$ cat config.mk
export PLATFORM = sky130hd
export DESIGN_NAME = bbie_exec
export DESIGN_NICKNAME = d
export VERILOG_FILES = /design/src/logic/bbie_pkg.sv /design/src/logic/bbie_exec.sv
export VERILOG_INCLUDE_DIRS = /design/src /design/src/logic
export SDC_FILE = /design/constraint.sdc
export NUM_CORES = 1
export LEC_CHECK = 0
export ABC_AREA = 1
export BUFFER_PORTS_ARGS = -buffer_cell sky130_fd_sc_hd__buf_2
export CAP_MARGIN = 40
export CORE_ASPECT_RATIO = 0.6
export CORE_MARGIN = 3
export CORE_UTILIZATION = 50
export DETAILED_ROUTE_END_ITERATION = 8
export GPL_ROUTABILITY_DRIVEN = 0
export PLACE_DENSITY = 0.86
export REMOVE_ABC_BUFFERS = 1
export SLEW_MARGIN = 20
export SYNTH_ARGS = -nofsm -noshare
export SYNTH_HDL_FRONTEND = slang
export SYNTH_SLANG_ARGS = --single-unit
$ cat constraint.sdc
create_clock -name CLK -period 3.26 [get_ports CLK]
set_input_delay 0.489 -clock CLK [delete_from_list [all_inputs] [get_ports CLK]]
set_output_delay 0.489 -clock CLK [all_outputs]
set_load 0.005 [all_outputs]
$ cat src/logic/bbie_params.svh
`ifndef BBIE_PARAMS_SVH
`define BBIE_PARAMS_SVH

// Operand and field widths of the instruction group.
`define BBIE_DATA_W 8
`define BBIE_INDEX_W 7
`define BBIE_POS_W 3

// Destination select encodings.
`define BBIE_TARGET_ACC 1'b0
`define BBIE_TARGET_FILE 1'b1

// Reset values of the datapath state.
`define BBIE_ACC_RST 8'h00
`define BBIE_ZERO_BYTE 8'h00
`define BBIE_INDEX_RST 7'h00
`define BBIE_FLAG_RST 1'b0

// Position of the low-nibble carry and the byte carry in the adder results.
`define BBIE_NIBBLE_CARRY_BIT 4
`define BBIE_BYTE_CARRY_BIT 8

// A taken skip replaces exactly one following slot.
`define BBIE_SKIP_SLOTS 1

`endif

$ cat src/logic/bbie_pkg.sv
`include "bbie_params.svh"

package bbie_pkg;

  // One-hot operation codes presented by the sequencer.
  typedef enum logic [7:0] {
    BBIE_OP_ADD_LIT = 8'h01,
    BBIE_OP_ADD_REG = 8'h02,
    BBIE_OP_AND_REG = 8'h04,
    BBIE_OP_AND_LIT = 8'h08,
    BBIE_OP_CLR_BIT = 8'h10,
    BBIE_OP_SET_BIT = 8'h20,
    BBIE_OP_TST_BIT = 8'h40,
    BBIE_OP_CLR_REG = 8'h80
  } bbie_op_t;

  // Execution state: normal slot or substituted idle slot.
  typedef enum logic [1:0] {
    BBIE_ST_RUN = 2'b01,
    BBIE_ST_IDLE = 2'b10
  } bbie_state_t;

  // One decoded instruction.
  typedef struct packed {
    bbie_op_t op;
    logic [`BBIE_DATA_W-1:0] literal_value;
    logic [`BBIE_INDEX_W-1:0] register_index;
    logic result_target;
    logic [`BBIE_POS_W-1:0] position_select;
  } bbie_instr_t;

  // Write-back request towards the file register array.
  typedef struct packed {
    logic we;
    logic [`BBIE_INDEX_W-1:0] addr;
    logic [`BBIE_DATA_W-1:0] data;
  } bbie_wb_t;

  // Status bits kept by the datapath.
  typedef struct packed {
    logic carry;
    logic nibble_overflow_flag;
    logic result_null_flag;
  } bbie_flags_t;

endpackage : bbie_pkg

$ cat src/logic/bbie_exec.sv
// What this block does
// - Literal plus accumulator into accumulator, flags.
// - Accumulator plus file register to target, flags.
// - Target zero means accumulator, one file register.
// - Accumulator AND register to target, null only.
// - Accumulator AND literal into accumulator, null only.
// - Clear chosen bit, others and flags kept.
// - Set chosen bit, others and flags kept.
// - Bit zero discards next instruction as idle.
// - Taken skip spans own cycle plus idle.
// - Clear register to zero, set null flag.
`timescale 1ns/1ps
`include "bbie_params.svh"

module bbie_exec (
  // Clock and reset.
  input wire logic CLK,
  input wire logic RST,
  // Instruction from the sequencer.
  input wire logic INSTR_VALID,
  input wire bbie_pkg::bbie_instr_t INSTR,
  // Current contents of the addressed file register.
  input wire logic [`BBIE_DATA_W-1:0] FILE_RDATA,
  // Write-back towards the file register array.
  output bbie_pkg::bbie_wb_t WB,
  // Accumulator and status bits.
  output logic [`BBIE_DATA_W-1:0] ACC,
  output bbie_pkg::bbie_flags_t FLAGS,
  // Skip handling.
  output logic SKIP_PENDING,
  output logic IDLE_SLOT
);
  import bbie_pkg::*;

  logic [`BBIE_DATA_W-1:0] acc_reg;
  logic [`BBIE_DATA_W-1:0] acc_next;
  bbie_flags_t flags_reg;
  bbie_flags_t flags_next;
  bbie_wb_t wb_reg;
  bbie_wb_t wb_next;
  bbie_state_t state_reg;
  bbie_state_t state_next;
  logic idle_reg;
  logic take;
  logic [`BBIE_DATA_W-1:0] operand;
  logic [`BBIE_DATA_W:0] sum;
  logic [`BBIE_NIBBLE_CARRY_BIT:0] nib_sum;
  logic [`BBIE_DATA_W-1:0] and_res;
  logic [`BBIE_DATA_W-1:0] bit_mask;
  logic tested_bit;

  // An instruction is only taken in a normal slot; in the idle slot it is dropped.
  assign take = INSTR_VALID && (state_reg == BBIE_ST_RUN);

  // Shared adder: the literal feeds it for the literal form, the file register otherwise.
  assign operand = (INSTR.op == BBIE_OP_ADD_LIT) ? INSTR.literal_value : FILE_RDATA;
  assign sum = {1'b0, acc_reg} + {1'b0, operand};
  assign nib_sum = {1'b0, acc_reg[3:0]} + {1'b0, operand[3:0]};
  assign and_res = acc_reg & operand;
  assign bit_mask = 8'h01 << INSTR.position_select;
  assign tested_bit = FILE_RDATA[INSTR.position_select];

  // Next-state of accumulator, flags and write-back for the taken instruction.
  always_comb begin
    acc_next = acc_reg;
    flags_next = flags_reg;
    wb_next.we = 1'b0;
    wb_next.addr = INSTR.register_index;
    wb_next.data = `BBIE_ZERO_BYTE;
    if (take) begin
      case (INSTR.op)
        BBIE_OP_ADD_LIT: begin
          acc_next = sum[`BBIE_DATA_W-1:0];
          flags_next.carry = sum[`BBIE_BYTE_CARRY_BIT];
          flags_next.nibble_overflow_flag = nib_sum[`BBIE_NIBBLE_CARRY_BIT];
          flags_next.result_null_flag = (sum[`BBIE_DATA_W-1:0] == `BBIE_ZERO_BYTE);
        end
        BBIE_OP_ADD_REG: begin
          flags_next.carry = sum[`BBIE_BYTE_CARRY_BIT];
          flags_next.nibble_overflow_flag = nib_sum[`BBIE_NIBBLE_CARRY_BIT];
          flags_next.result_null_flag = (sum[`BBIE_DATA_W-1:0] == `BBIE_ZERO_BYTE);
          if (INSTR.result_target == `BBIE_TARGET_FILE) begin
            wb_next.we = 1'b1;
            wb_next.data = sum[`BBIE_DATA_W-1:0];
          end else begin
            acc_next = sum[`BBIE_DATA_W-1:0];
          end
        end
        BBIE_OP_AND_REG: begin
          flags_next.result_null_flag = (and_res == `BBIE_ZERO_BYTE);
          if (INSTR.result_target == `BBIE_TARGET_FILE) begin
            wb_next.we = 1'b1;
            wb_next.data = and_res;
          end else begin
            acc_next = and_res;
          end
        end
        BBIE_OP_AND_LIT: begin
          acc_next = acc_reg & INSTR.literal_value;
          flags_next.result_null_flag = ((acc_reg & INSTR.literal_value) == `BBIE_ZERO_BYTE);
        end
        BBIE_OP_CLR_BIT: begin
          wb_next.we = 1'b1;
          wb_next.data = FILE_RDATA & ~bit_mask;
        end
        BBIE_OP_SET_BIT: begin
          wb_next.we = 1'b1;
          wb_next.data = FILE_RDATA | bit_mask;
        end
        BBIE_OP_CLR_REG: begin
          wb_next.we = 1'b1;
          wb_next.data = `BBIE_ZERO_BYTE;
          flags_next.result_null_flag = 1'b1;
        end
        default: begin
          acc_next = acc_reg;
        end
      endcase
    end
  end

  // Slot sequencing: a zero tested bit turns the following slot into an idle one.
  always_comb begin
    state_next = state_reg;
    case (state_reg)
      BBIE_ST_RUN: begin
        if (take && (INSTR.op == BBIE_OP_TST_BIT) && !tested_bit) begin
          state_next = BBIE_ST_IDLE;
        end
      end
      BBIE_ST_IDLE: begin
        state_next = BBIE_ST_RUN;
      end
      default: begin
        state_next = BBIE_ST_RUN;
      end
    endcase
  end

  // Accumulator register.
  always_ff @(posedge CLK) begin
    if (RST) begin
      acc_reg <= `BBIE_ACC_RST;
    end else begin
      acc_reg <= acc_next;
    end
  end

  // Status bits; bit operations and the skip leave them as they were.
  always_ff @(posedge CLK) begin
    if (RST) begin
      flags_reg <= {`BBIE_FLAG_RST, `BBIE_FLAG_RST, `BBIE_FLAG_RST};
    end else begin
      flags_reg <= flags_next;
    end
  end

  // Write-back request, a one-cycle strobe with its address and data.
  always_ff @(posedge CLK) begin
    if (RST) begin
      wb_reg <= {1'b0, `BBIE_INDEX_RST, `BBIE_ZERO_BYTE};
    end else begin
      wb_reg <= wb_next;
    end
  end

  // Slot state and the idle marker; the idle marker follows the discarded slot.
  always_ff @(posedge CLK) begin
    if (RST) begin
      state_reg <= BBIE_ST_RUN;
      idle_reg <= 1'b0;
    end else begin
      state_reg <= state_next;
      idle_reg <= (state_reg == BBIE_ST_IDLE);
    end
  end

  // Outputs straight from flip-flops.
  assign ACC = acc_reg;
  assign FLAGS = flags_reg;
  assign WB = wb_reg;
  // One-hot state, so the idle bit is the flag itself and no decode sits between flop and pin.
  assign SKIP_PENDING = state_reg[1];
  assign IDLE_SLOT = idle_reg;

  // Reference values computed apart from the datapath for the checks below.
  logic [`BBIE_DATA_W:0] chk_lit_sum;
  logic [`BBIE_DATA_W:0] chk_reg_sum;
  logic chk_lit_dc;
  logic chk_reg_dc;
  logic [`BBIE_DATA_W-1:0] chk_and_lit;
  logic [`BBIE_DATA_W-1:0] chk_and_reg;
  logic [`BBIE_DATA_W-1:0] chk_clr;
  logic [`BBIE_DATA_W-1:0] chk_set;
  assign chk_lit_sum = {1'b0, ACC} + {1'b0, INSTR.literal_value};
  assign chk_reg_sum = {1'b0, ACC} + {1'b0, FILE_RDATA};
  assign chk_lit_dc = ({1'b0, ACC[3:0]} + {1'b0, INSTR.literal_value[3:0]} > 5'h0f);
  assign chk_reg_dc = ({1'b0, ACC[3:0]} + {1'b0, FILE_RDATA[3:0]} > 5'h0f);
  assign chk_and_lit = ACC & INSTR.literal_value;
  assign chk_and_reg = ACC & FILE_RDATA;
  assign chk_clr = FILE_RDATA & ~(8'h01 << INSTR.position_select);
  assign chk_set = FILE_RDATA | (8'h01 << INSTR.position_select);
endmodule : bbie_exec

## After elaboration in Yosys (flattened, before gate mapping)

Cells that the tools add are included.
Widths: inputs -> output; s select.

| storage, ports and cells | value |
|---|---|
| output and inout port bits | 29 |
| word-level logic and storage cells | 61 |
| input bits | 38 |
| bits in registers | 30 |

| cells by class | value |
|---|---|
| bitwise logic cells | 7 |
| reduce and logical (&&, ||, !) cells | 17 |
| eq/ne operators | 12 |
| $add $sub $neg | 2 |
| muxes and demuxes | 12 |
| shift-type cells | 1 |
| $lt $le $gt $ge | 1 |

Operator list:

| operator | number |
|---|---|
| $pmux 8 s4 | 2 |
| $mux 8 | 5 |
| $and 8x8->8 | 3 |
| $logic_not 8->1 | 3 |
| $add 8x8->9 | 1 |
| $eq 8x1->1 const B | 1 |
| $eq 8x2->1 const B | 1 |
| $eq 8x3->1 const B | 1 |
| $eq 8x4->1 const B | 1 |
| $eq 8x5->1 const B | 1 |
| $eq 8x6->1 const B | 1 |
| $eq 8x7->1 const B | 1 |
| $eq 8x8->1 const B | 1 |
| $not 8->8 | 1 |
| $or 8x8->8 | 1 |
| $reduce_bool 4->1 | 2 |
| $reduce_or 2->1 | 4 |
| $shl 1x3->8 const A | 1 |
| $add 4x4->5 | 1 |
| $lt 3x4->1 const B | 1 |
| $ne 2x2->1 const B | 2 |
| $pmux 1 s4 | 1 |
| $reduce_and 2->1 | 2 |
| $reduce_and 4->1 | 1 |
| 9 further kinds | 13 |

## Logic depth before layout (Yosys ltp)

Gate-level depths: netlist of the first run.

| logic depth | value |
|---|---|
| depth after elaboration | 5 |
| gate-level depth with buffers | 19 |
| depth with buffers taken out | 18 |

## Least setup slack after synthesis of the first run

No wires, ideal clock.

| timing | value |
|---|---|
| path type | input to register |
| start | input INSTR[26] (netlist bit) |
| end | register flags_reg (netlist bit FLAGS[0]) |
| required time | 3190 ps |
| stages on the path | 18 |
| setup time | 70 ps |
| setup slack | 574 ps |
| arrival | 2617 ps |
| cells stage by stage | nor2_4 > nand2_4 > nor2_4 > clkbuf_1 > nand2_1 > o21ai_0 > ha_1 > inv_1 > fa_1 > inv_1 > nand2_1 > nand2_1 > nand3b_1 > nand3_1 > nand2_1 > nor2_1 > nand3_1 > a21oi_1 |

| between the ends | value |
|---|---|
| longest elaborated chain between the ends | 5 |

Ends and longest elaborated chain:

| item | RTL line | text |
|---|---|---|
| start: declaration | bbie_exec.sv:21 | `input wire bbie_pkg::bbie_instr_t INSTR,` |
| $eq 8x1->1 | bbie_exec.sv:56, bbie_exec.sv:71 |  |
| $mux 8 | bbie_exec.sv:56 | `assign operand = (INSTR.op == BBIE_OP_ADD_LIT) ? INSTR.literal_value : FILE_RDATA;` |
| $add 8x8->9 / $and 8x8->8 (equally long branches) | bbie_exec.sv:57, bbie_exec.sv:59 |  |
| $logic_not 8->1 (no line) | n/a |  |
| $pmux 1 s4 | bbie_exec.sv:71 | `case (INSTR.op)` |
| end signal: assignment | bbie_exec.sv:152 | `` flags_reg <= {`BBIE_FLAG_RST, `BBIE_FLAG_RST, `BBIE_FLAG_RST}; `` |
| end signal: assignment | bbie_exec.sv:154 | `flags_reg <= flags_next;` |
| end: declaration | bbie_exec.sv:37 | `bbie_flags_t flags_reg;` |

Parallel ways exist; a longest one is shown, timed or not.
A chain may end at the register's enable or synchronous reset.

## Final worst setup path of the first run

| timing | value |
|---|---|
| start | input INSTR[26] (netlist bit) |
| end | register flags_reg (netlist bit FLAGS[2]) |

| between the ends | value |
|---|---|
| longest elaborated chain between the ends | 3 |

Ends and longest elaborated chain:

| item | RTL line |
|---|---|
| $eq 8x1->1 / $eq 8x2->1 (equally long branches) | bbie_exec.sv:56, bbie_exec.sv:71 |
| $mux 8 / $reduce_or 2->1 (equally long branches) | n/a |
| $add 8x8->9 / $reduce_and 2->1 (equally long branches) | n/a |

Parallel ways exist; a longest one is shown, timed or not.

==> results of run 1 <==
-- layout make-up --
type                    instances  area (um^2)
clock buffers                   5        68.82
well taps                      60        75.07
flip-flops and latches         30        600.6
fillers                       408         1511
multi-input cells             295         1454
inverters                      61        229.0
clock inverters                 2        10.01
repair buffers                 66        330.3
-- power by group through the flow --
stage          combinational (mW)  sequential, mW  clock (mW)
3_3_place_gp                0.130           0.383           0
5_1_grt                     0.152           0.375       0.305
2_1_floorplan              0.0730           0.384           0
4_1_cts                     0.133           0.375       0.286
3_5_place_dp                0.132           0.383           0
6_report                    0.137           0.375       0.282
-- routing by layer --
layer	GRT usage (%)	share of wire, %	vias to the layer above	wire length, um
met5	0	0	-	0
met4	5.556	1.1	0	78
met3	8.812	14	16	985
met2	36.83	40	156	2768
met1	37.34	45	1180	3111
li1	-	-	1377	-
-- how the worst max path moves through the flow --
stage	depth (start not counted)	start	to	slack (ps)
CTS	15	INSTR[26]	FLAGS[2]$_SDFFE_PP0P_	500
global placement	18	INSTR[26]	FLAGS[0]$_SDFFE_PP0P_	390
global route	18	INSTR[26]	FLAGS[0]$_SDFFE_PP0P_	210
detailed placement	17	INSTR[26]	FLAGS[0]$_SDFFE_PP0P_	260
finish	15	INSTR[26]	FLAGS[2]$_SDFFE_PP0P_	450
floorplan	17	INSTR[26]	FLAGS[0]$_SDFFE_PP0P_	740
-- cell families after synthesis --
logic type | count (synthesis)
flops | 30
buf+inv | 67
fa+ha+maj | 11
mux | 1
simple gates | 228
compound gates | 55
-- placed cells by master (no fill, tap or decap), types with 3 or more instances in the layout --
cell      count
nand2_1     114
buf_2        66
nor2_1       63
inv_1        60
dfxtp_1      30
o21ai_0      24
nand3_1      22
a21oi_1      15
ha_1         10
nor3_1        8
nand4_1       5
clkbuf_8      5
nor2_4        4
nor2_2        4
o22ai_1       4
a31oi_1       3
a21oi_2       3
-- per-stage QoR --
stage | total power, mW | setup WS (ps) | cell area, um^2 | instances
2_1_floorplan | 0.4566 | 738.8 | 2283 | 386
3_3_place_gp | 0.5128 | 391.0 | 2689 | 512
3_5_place_dp | 0.5152 | 256.1 | 2689 | 512
4_1_cts | 0.7944 | 498.0 | 2768 | 519
5_1_grt | 0.8314 | 208.9 | 2768 | 519
6_report | 0.7931 | 450.3 | 2768 | 519
-- worst max-delay path: cells and delay by family --
kind,cells,cell delay (ps)
and+or+nand+nor,6,860
buffers and inverters,4,440
adders and majority gates,1,440
AOI/OAI and AO/OA,4,770
==> results.cfg, run 1 <==
[synthesis]
synth_compound_area_share_pct = 13.40
synth_xor_xnor_area_share_pct = 0
synthAdderAreaFrac_pct = 6.267
synthMuxAreaShare_pct = 0.4322
synth_edf_count = 0
yosysTopAreaCellShare_pct = 25.93
syn_avg_cell_area_um2 = 5.908
synth_top_family_by_area = simple AND/OR/NAND/NOR gates
synth_top_flop_cell = dfxtp_1
ys_ff_latch = 30
yosys.area_share.simple_pct = 42.68
netlist_top_cells_count = nand2_1 (114), nor2_1 (63), inv_1 (60)
synthTopCellsByArea = dfxtp_1 (26%), nand2_1 (18%), nor2_1 (10%)
syn-cell-area_mm2 = 0.002316
yosysUniqueCellTypes = 32
yosys_warnings = 0
synth-async-reset-ratio_pct = 0
seq_area_frac_synth_pct = 25.93
yosysMostFrequentCell = nand2_1
netlist_instances = 392
synth_top_cell_by_area = dfxtp_1

[worst_hold_path]
hp-class = input port to register
hold_path.startpoint = INSTR[10]
hold_end = WB[14]$_SDFF_PP0_
whs_path_depth = 3

[cells_and_area]
diodes = 0
largest_reg_flops = 16
drive_gt1_share_pct = 19.61
fin_nets = 508
area_delta_synth_final_pct = 19.50
final_util_pct = 64.68

[global_routing]
antenna_found_initial = 0
gr-total-overflow = 0
grt_pass1_vias = 2293
grt.total_usage_pct = 25.74
grt_pass1_wl_um = 10920
grt_max_degree = 18

[place]
port_buffers = 66
dp_hpwl_um = 5567

[routing]
first_iter_violations = 230
wl_per_cell_um = 13.38
num_vias = 2729
viasPerCell = 5.258
first_pass_iters = 5
wirelength_um = 6944
drtAntennaViolNets = 0
drc = 0

[power_and_ir_drop]
switching_share_pct = 28.75
p_switching_uw = 228.0
p_seq_share_pct = 47.2
power_per_cell_area_mw_per_mm2 = 286.6
ir_drop_uv = 177.0
internal-power_uw = 565.1
power_frac_clock_pct = 35.5
combPwrFrac_pct = 17.2
total_leakage_power_nw = 1.549

[die]
ios = 67
die_area_mm2 = 0.005511
rows = 18
dieHeight_um = 58.72
die_w_um = 93.86
core-area_mm2 = 0.004279
initial_core_util_pct = 54.12

[worst_setup_path]
r2r-start = ACC[0]$_SDFFE_PP0P_
r2r_cells = 10
ff2ff_setup_slack_ps = 1190
crit_chain = buf_2 > nor2_4 > nand2_4 > nor2_4 > inv_1 > o21ai_0 > inv_1 > fa_1 > inv_1 > nand2_1 > nand2_1 > nand3b_1 > a21boi_0 > o21ai_0 > a21oi_1
r2r-end = FLAGS[2]$_SDFFE_PP0P_
path_class = input port to register
path_max_fanout = 17
crit_path_top_delay_cell = fa_1
worstPathArrival_ps = 3020
slowest_delay_ps = 440
cp_common_cell = inv_1
cp-end-kind = register
critPathLaunchType = input port
required_ps = 3470

[cts]
max-clock-path-buffers = 2
cts_sinks = 30
cts_resized = 0
cts_htree_levels = 2
cts_root_buf = clkbuf_8
cts_tree = built
holdBufCountCts = 0
clk_pin_slew_worst_paths_ps = 60
post_cts_buffers = 0
cts_buffers = 5
insertion_delay_ps = 280

[sta]
rsz0062_at_grt = false
holdWs_ps = 411.9
hold_viol = 0
drv_slew = 0
fin_crit_ps = 2810
finalSetupTns_ps = 0
finalSetupViolations = 0
slew_headroom_pct = 64.85
max_freq_mhz = 355.9
fin_worst_skew_ps = 6.262
finalCritPeriodShare_pct = 86.19
tightest_slew_ps = 526.7

[job]
cap_violations = 0

[run_status]
outcome = finished, final reports clean
Note: power is estimated with default switching activity, not from simulation.
==> run 2: changes to the inputs <==
--- a/config.mk
+++ b/config.mk
@@ -9,12 +9,14 @@
 export ABC_AREA = 1
 export BUFFER_PORTS_ARGS = -buffer_cell sky130_fd_sc_hd__buf_2
 export CAP_MARGIN = 40
+export CELL_PAD_IN_SITES_DETAIL_PLACEMENT = 0
+export CELL_PAD_IN_SITES_GLOBAL_PLACEMENT = 1
 export CORE_ASPECT_RATIO = 0.6
-export CORE_MARGIN = 3
-export CORE_UTILIZATION = 50
+export CORE_MARGIN = 8
+export CORE_UTILIZATION = 31
 export DETAILED_ROUTE_END_ITERATION = 8
 export GPL_ROUTABILITY_DRIVEN = 0
-export PLACE_DENSITY = 0.86
+export PLACE_DENSITY = 0.84
 export REMOVE_ABC_BUFFERS = 1
 export SLEW_MARGIN = 20
 export SYNTH_ARGS = -nofsm -noshare
==> constraint.sdc (replaced) <==
create_clock -name CLK -period 2.5 [get_ports CLK]
set_input_delay 0.375 -clock CLK [delete_from_list [all_inputs] [get_ports CLK]]
set_output_delay 0.375 -clock CLK [all_outputs]
set_load 0.005 [all_outputs]
==> run 2 against run 1 <==
Setup slack lost 300 ps. Clock power grew 150%. Critical path type unchanged. Flip-flop and latch count is the same. Largest cell class unchanged. Critical path depth grew 3. Cell count grew 13%. Largest power group is now clock. Cell area grew 12%. First-iteration DRC count grew 18%. Clock-buffer cell count is the same. Non-clock buffer count grew 21. Power grew 75%. Clock skew shrank 3.0 ps.
==> results.cfg, run 2 (synthesized netlist as in run 1, its figures left out) <==
[routing]
drc = 0
wirelength_um = 8712
viasPerCell = 4.771
first_pass_iters = 5
num_vias = 2791
first_iter_violations = 272
drtAntennaViolNets = 0
wl_per_cell_um = 14.89

[cts]
cts_sinks = 30
insertion_delay_ps = 280
cts_htree_levels = 2
cts_buffers = 5
cts_tree = built
clk_pin_slew_worst_paths_ps = 60
cts_root_buf = clkbuf_16
max-clock-path-buffers = 2

[global_routing]
grt_pass1_vias = 2644
antenna_found_initial = 0
grt_pass1_wl_um = 13790
grt.total_usage_pct = 16.38
gr-total-overflow = 0
grt_max_degree = 17

[cells_and_area]
mostFrequentLayoutCell = nand2_1
largest_reg_flops = 16
diodes = 0
fin_nets = 529
final_cell_mix = nand2_1 (113), buf_2 (66), nor2_1 (62)
finalNonFillerCells = 585
drive_gt1_share_pct = 25.16
final_util_pct = 42.74
area_delta_synth_final_pct = 33.55

[place]
port_buffers = 66
dpl.cell_count = 575
dp_hpwl_um = 6951

[sta]
hold_viol = 0
finalSetupTns_ps = 0
fin_crit_ps = 2355
max_freq_mhz = 424.7
holdWs_ps = 297.2
slew_headroom_pct = 71.32
fin_worst_skew_ps = 3.241
drv_slew = 0
finalCritPeriodShare_pct = 94.18
tightest_slew_ps = 429.8
finalSetupViolations = 0

[power_and_ir_drop]
ir_drop_uv = 293.5
internal-power_mw = 1.031
power_per_cell_area_mw_per_mm2 = 449.9
power_frac_clock_pct = 50.3
switching_share_pct = 25.93
combPwrFrac_pct = 14.5
p_seq_share_pct = 35.1
p_switching_uw = 360.8
total_leakage_power_nw = 1.691

[worst_hold_path]
hp-class = input port to register

[worst_setup_path]
crit_path_top_delay_cell = fa_2
ff2ff_setup_slack_ps = 520
r2r-start = ACC[0]$_SDFFE_PP0P_
cp_common_cell = nand2_1
worstPathArrival_ps = 2570
r2r-end = FLAGS[0]$_SDFFE_PP0P_
cp-endpoint = FLAGS[0]$_SDFFE_PP0P_
critPathLaunchType = input port
required_ps = 2710
slowest_delay_ps = 350
crit_chain = buf_2 > nor2_2 > nand3_2 > nor2_4 > nand2_1 > o21ai_2 > ha_2 > inv_1 > fa_2 > inv_2 > nand2_1 > nand2_2 > nand3b_1 > nand3_1 > nand2_1 > nor2_1 > nand3_1 > a21oi_2
path_max_fanout = 5
path_class = input port to register
r2r_cells = 12
cp-end-kind = register
critPathLaunch = INSTR[22]

[die]
rows = 24
ios = 67
core-area_mm2 = 0.007237
initial_core_util_pct = 32.00
die_area_mm2 = 0.01058
dieHeight_um = 82.95
die_w_um = 127.6

[run_status]
outcome = finished, final reports clean

[job]
cap_violations = 0
-- run 2: changes by cell type in the layout (fill, tap and decap cells not counted), moves of 2 or more --
cell,before,now
a21oi_2,3,5
clkbuf_8,5,0
o21ai_0,24,22
buf_4,0,21
clkbuf_16,0,5
a21oi_1,15,13
-- run 2: worst min-delay path by stage --
stage	startpoint	to	depth (start not counted)
CTS	INSTR[9]	WB[13]$_SDFF_PP0_	3
floorplan	state_reg[0]$_SDFFE_PP1P_	IDLE_SLOT$_SDFF_PP0_	1
global placement	state_reg[0]$_SDFFE_PP1P_	IDLE_SLOT$_SDFF_PP0_	1
global route	INSTR[10]	WB[14]$_SDFF_PP0_	3
finish	INSTR[9]	WB[13]$_SDFF_PP0_	3
detailed placement	state_reg[0]$_SDFFE_PP1P_	IDLE_SLOT$_SDFF_PP0_	1
-- run 2: repair_timing --
action / in CTS / in global routing
gates resized for setup: 0 / 11
buffers inserted: 0 / 2
hold buffers: 0 / 0
endpoints found under the setup margin: 0 / 6
-- run 2: metal layers --
layer  GRT usage, %  wire (um)  vias to the layer above
met3          4.018        800                       13
met4          5.043        147                        0
met1          24.79       4487                     1237
met2          21.53       3277                      127
li1               -          -                     1414
met5              0          0                        -
-- run 2: metrics by stage --
| stage | area [um^2] | total power, mW | setup WS (ps) |
|---|---|---|---|
| 2_1_floorplan | 2283 | 0.5955 | 92.77 |
| 5_1_grt | 3093 | 1.452 | -8.761 |
| 6_report | 3093 | 1.391 | 145.4 |
| 4_1_cts | 3052 | 1.401 | 101.8 |
| 3_3_place_gp | 2887 | 0.6936 | -87.97 |
| 3_5_place_dp | 2887 | 0.6953 | -165.4 |
-- run 2: power by group through the flow --
stage / Combinational, mW / Sequential, mW / Clock, mW
floorplan: 0.0952 / 0.500 / 0
global placement: 0.194 / 0.499 / 0
detailed placement: 0.196 / 0.500 / 0
CTS: 0.197 / 0.489 / 0.715
global route: 0.227 / 0.490 / 0.736
finish: 0.202 / 0.489 / 0.700
-- run 2: critical path, delay by kind of cell --
kind,cells,cell delay (ps)
simple gates,11,1170
fa+ha+maj,2,550
buf+inv,3,230
compound gates,2,220
-- run 2: layout make-up --
class,instances,area [um^2]
Fill cell,764,4144
Multi-Input combinational cell,295,1480
Sequential cell,30,600.6
Timing Repair Buffer,87,488.0
Inverter,61,229.0
Tap cell,104,130.1
Clock buffer,5,125.1
Clock inverter,3,40.04
==> run 3: changes to the inputs <==
--- a/config.mk
+++ b/config.mk
@@ -6,17 +6,17 @@
 export SDC_FILE = /design/constraint.sdc
 export NUM_CORES = 1
 export LEC_CHECK = 0
-export ABC_AREA = 1
+export ABC_CLOCK_PERIOD_IN_PS = 2500
 export BUFFER_PORTS_ARGS = -buffer_cell sky130_fd_sc_hd__buf_2
 export CAP_MARGIN = 40
 export CELL_PAD_IN_SITES_DETAIL_PLACEMENT = 0
 export CELL_PAD_IN_SITES_GLOBAL_PLACEMENT = 1
 export CORE_ASPECT_RATIO = 0.6
 export CORE_MARGIN = 8
-export CORE_UTILIZATION = 31
+export CORE_UTILIZATION = 34
 export DETAILED_ROUTE_END_ITERATION = 8
 export GPL_ROUTABILITY_DRIVEN = 0
-export PLACE_DENSITY = 0.84
+export PLACE_DENSITY = 0.85
 export REMOVE_ABC_BUFFERS = 1
 export SLEW_MARGIN = 20
 export SYNTH_ARGS = -nofsm -noshare
==> run 3 against run 2 <==
The flow now finishes with violations (setup timing). Hold slack got worse by 6.0 ps. Register-to-register slack lost 500 ps. Synthesized cell count is 38% lower. Sequential share of layout area fell by 1.8 points. Non-clock buffer count increased by 45. Critical endpoint unchanged. Power down 15%. Clock power decreased by 38%.
==> results.cfg, run 3 <==
[worst_setup_path]
ff2ff_setup_slack_ps = 20
r2r-start = ACC[1]$_SDFFE_PP0P_
critPathLaunchType = input port
critPathTopFamily = simple AND/OR/NAND/NOR gates
cp-end-kind = register
r2r-end = FLAGS[0]$_SDFFE_PP0P_
crit_chain = buf_6 > or4_4 > nor3_4 > nand3b_1 > buf_6 > mux2_2 > ha_4 > inv_2 > a311o_1 > a311o_1 > or4b_1 > a21oi_2
slowest_delay_ps = 550
r2r_cells = 8
path_max_fanout = 6
worstPathArrival_ps = 3570
crit_buf_inv = 3
crit_path_top_delay_cell = or4_4
path_class = input port to register
required_ps = 2730

[worst_hold_path]
hp-class = input port to register
whs_path_depth = 2
hold_end = WB[10]$_SDFF_PP0_
hold_path.startpoint = INSTR[6]

[synthesis]
synth-async-reset-ratio_pct = 0
synth_edf_count = 0
yosys_warnings = 0
synth_top_flop_cell = dfxtp_1
ys_ff_latch = 30
netlist_top_cells_count = nor2_1 (33), dfxtp_1 (30), nand2_1 (13)
yosysTopAreaCellShare_pct = 27.92
yosysMostFrequentCell = nor2_1
syn-cell-area_mm2 = 0.002151
netlist_instances = 242
synthTopCellsByArea = dfxtp_1 (28%), ha_1 (5.8%), nor2_1 (5.8%)
syn_avg_cell_area_um2 = 8.888
synth_top_cell_by_area = dfxtp_1
yosysUniqueCellTypes = 58
seq_area_frac_synth_pct = 27.92

[cts]
clk_pin_slew_worst_paths_ps = 70
cts_htree_levels = 2
cts_tree = built
insertion_delay_ps = 300
cts_buffers = 5
max-clock-path-buffers = 2
holdBufCountCts = 0
cts_sinks = 30
cts_root_buf = clkbuf_8

[die]
die_area_mm2 = 0.009211
ios = 67
core-area_mm2 = 0.006111
rows = 22
die_w_um = 118.7
initial_core_util_pct = 35.20
dieHeight_um = 77.61

[global_routing]
grt_max_degree = 20
antenna_found_initial = 0
grt_pass1_vias = 2468
gr-total-overflow = 0
grt_pass1_wl_um = 12960
grt.total_usage_pct = 17.46

[cells_and_area]
drive_gt1_share_pct = 53.68
diodes = 0
area_delta_synth_final_pct = 58.70
largest_reg_flops = 16
mostFrequentLayoutCell = buf_2
fin_nets = 415
final_cell_mix = buf_2 (64), buf_4 (56), nor2_1 (32)
final_cell_area_mm2 = 0.003413
final_util_pct = 55.86

[routing]
first_iter_violations = 252
drtAntennaViolNets = 0
wirelength_um = 8422
drc = 0
wl_per_cell_um = 18.67
num_vias = 2481
viasPerCell = 5.501
first_pass_iters = 5

[power_and_ir_drop]
total_leakage_power_nw = 1.474
power_per_cell_area_mw_per_mm2 = 348.1
total_power_mw = 1.188
ir_drop_uv = 177.9

[sta]
tightest_slew_ps = 867.3
drv_slew = 0
finalSetupTns_ps = -8980
slew_headroom_pct = 41.44
timing.final.ws_setup_ps = -835.1
max_freq_mhz = 299.8
fin_worst_skew_ps = 13.73
finalCritPeriodShare_pct = 133.4
fin_crit_ps = 3335
rsz0062_at_grt = true
hold_viol = 0
finalSetupViolations = 18

[place]
port_buffers = 66
place_ws_ps = -1298
dp_hpwl_um = 6284
placed_cell_area_mm2 = 0.002944

[run_status]
violations = setup timing
outcome = complete, but fails checks

[job]
cap_violations = 0
[run 3: cell count changes after synthesis, moves of 8 or more]
| cell | change |
|---|---|
| nand2_1 | -101 |
| nor2b_1 | +10 |
| a32oi_1 | +8 |
| nand3_1 | -21 |
| mux2_2 | +10 |
| o21ai_0 | -19 |
| nor2_1 | -30 |
| inv_1 | -52 |
[run 3: stage by stage]
step	hold slack, ps	std cells
2_1_floorplan	395.0	227
3_3_place_gp	402.9	433
3_5_place_dp	406.1	433
4_1_cts	289.0	444
5_1_grt	303.2	451
6_report	291.2	451
[run 3: worst max path at each step]
stage              start  depth (start not counted)                     to
6_report       INSTR[24]                         12  FLAGS[0]$_SDFFE_PP0P_
5_1_grt        INSTR[24]                         14  FLAGS[0]$_SDFFE_PP0P_
4_1_cts        INSTR[24]                         14  FLAGS[0]$_SDFFE_PP0P_
3_5_place_dp   INSTR[24]                         14  FLAGS[0]$_SDFFE_PP0P_
3_3_place_gp   INSTR[24]                         14  FLAGS[0]$_SDFFE_PP0P_
2_1_floorplan  INSTR[24]                         13  FLAGS[0]$_SDFFE_PP0P_
[run 3: area by class of cell]
class | instances | area (um^2)
clock buffers | 6 | 82.58
clock inverters | 2 | 12.51
fillers | 569 | 2698
inverters | 8 | 30.03
multi-input cells | 189 | 1707
flip-flops and latches | 30 | 600.6
well taps | 84 | 105.1
repair buffers | 132 | 875.8
[run 3: metal layers]
metal  routed length (um)  track usage (%)
met3                  943            6.069
met5                    0                0
met1                 3942            24.42
met2                 3434            24.82
met4                  100            4.391
[run 3: what timing repair did]
item,in CTS,in global routing
setup endpoints to repair,18,19
setup buffers,5,9
resized for setup,42,19
pin swaps,13,29
[run 3: where the power goes]
group          internal, mW  switching [mW]
clock                 0.221           0.212
combinational         0.138           0.128
sequential            0.485         0.00321
[run 3: logic make-up after synthesis]
kind of cell               count (synthesis)  synth area share (%)
and+or+nand+nor                           94                 25.95
AOI/OAI and AO/OA                         55                 19.95
DFF                                       30                 27.92
buffers and inverters                     23                 4.305
muxes                                     21                 11.87
adders and majority gates                 11                 6.748
xor gates and xnor gates                   8                 3.258
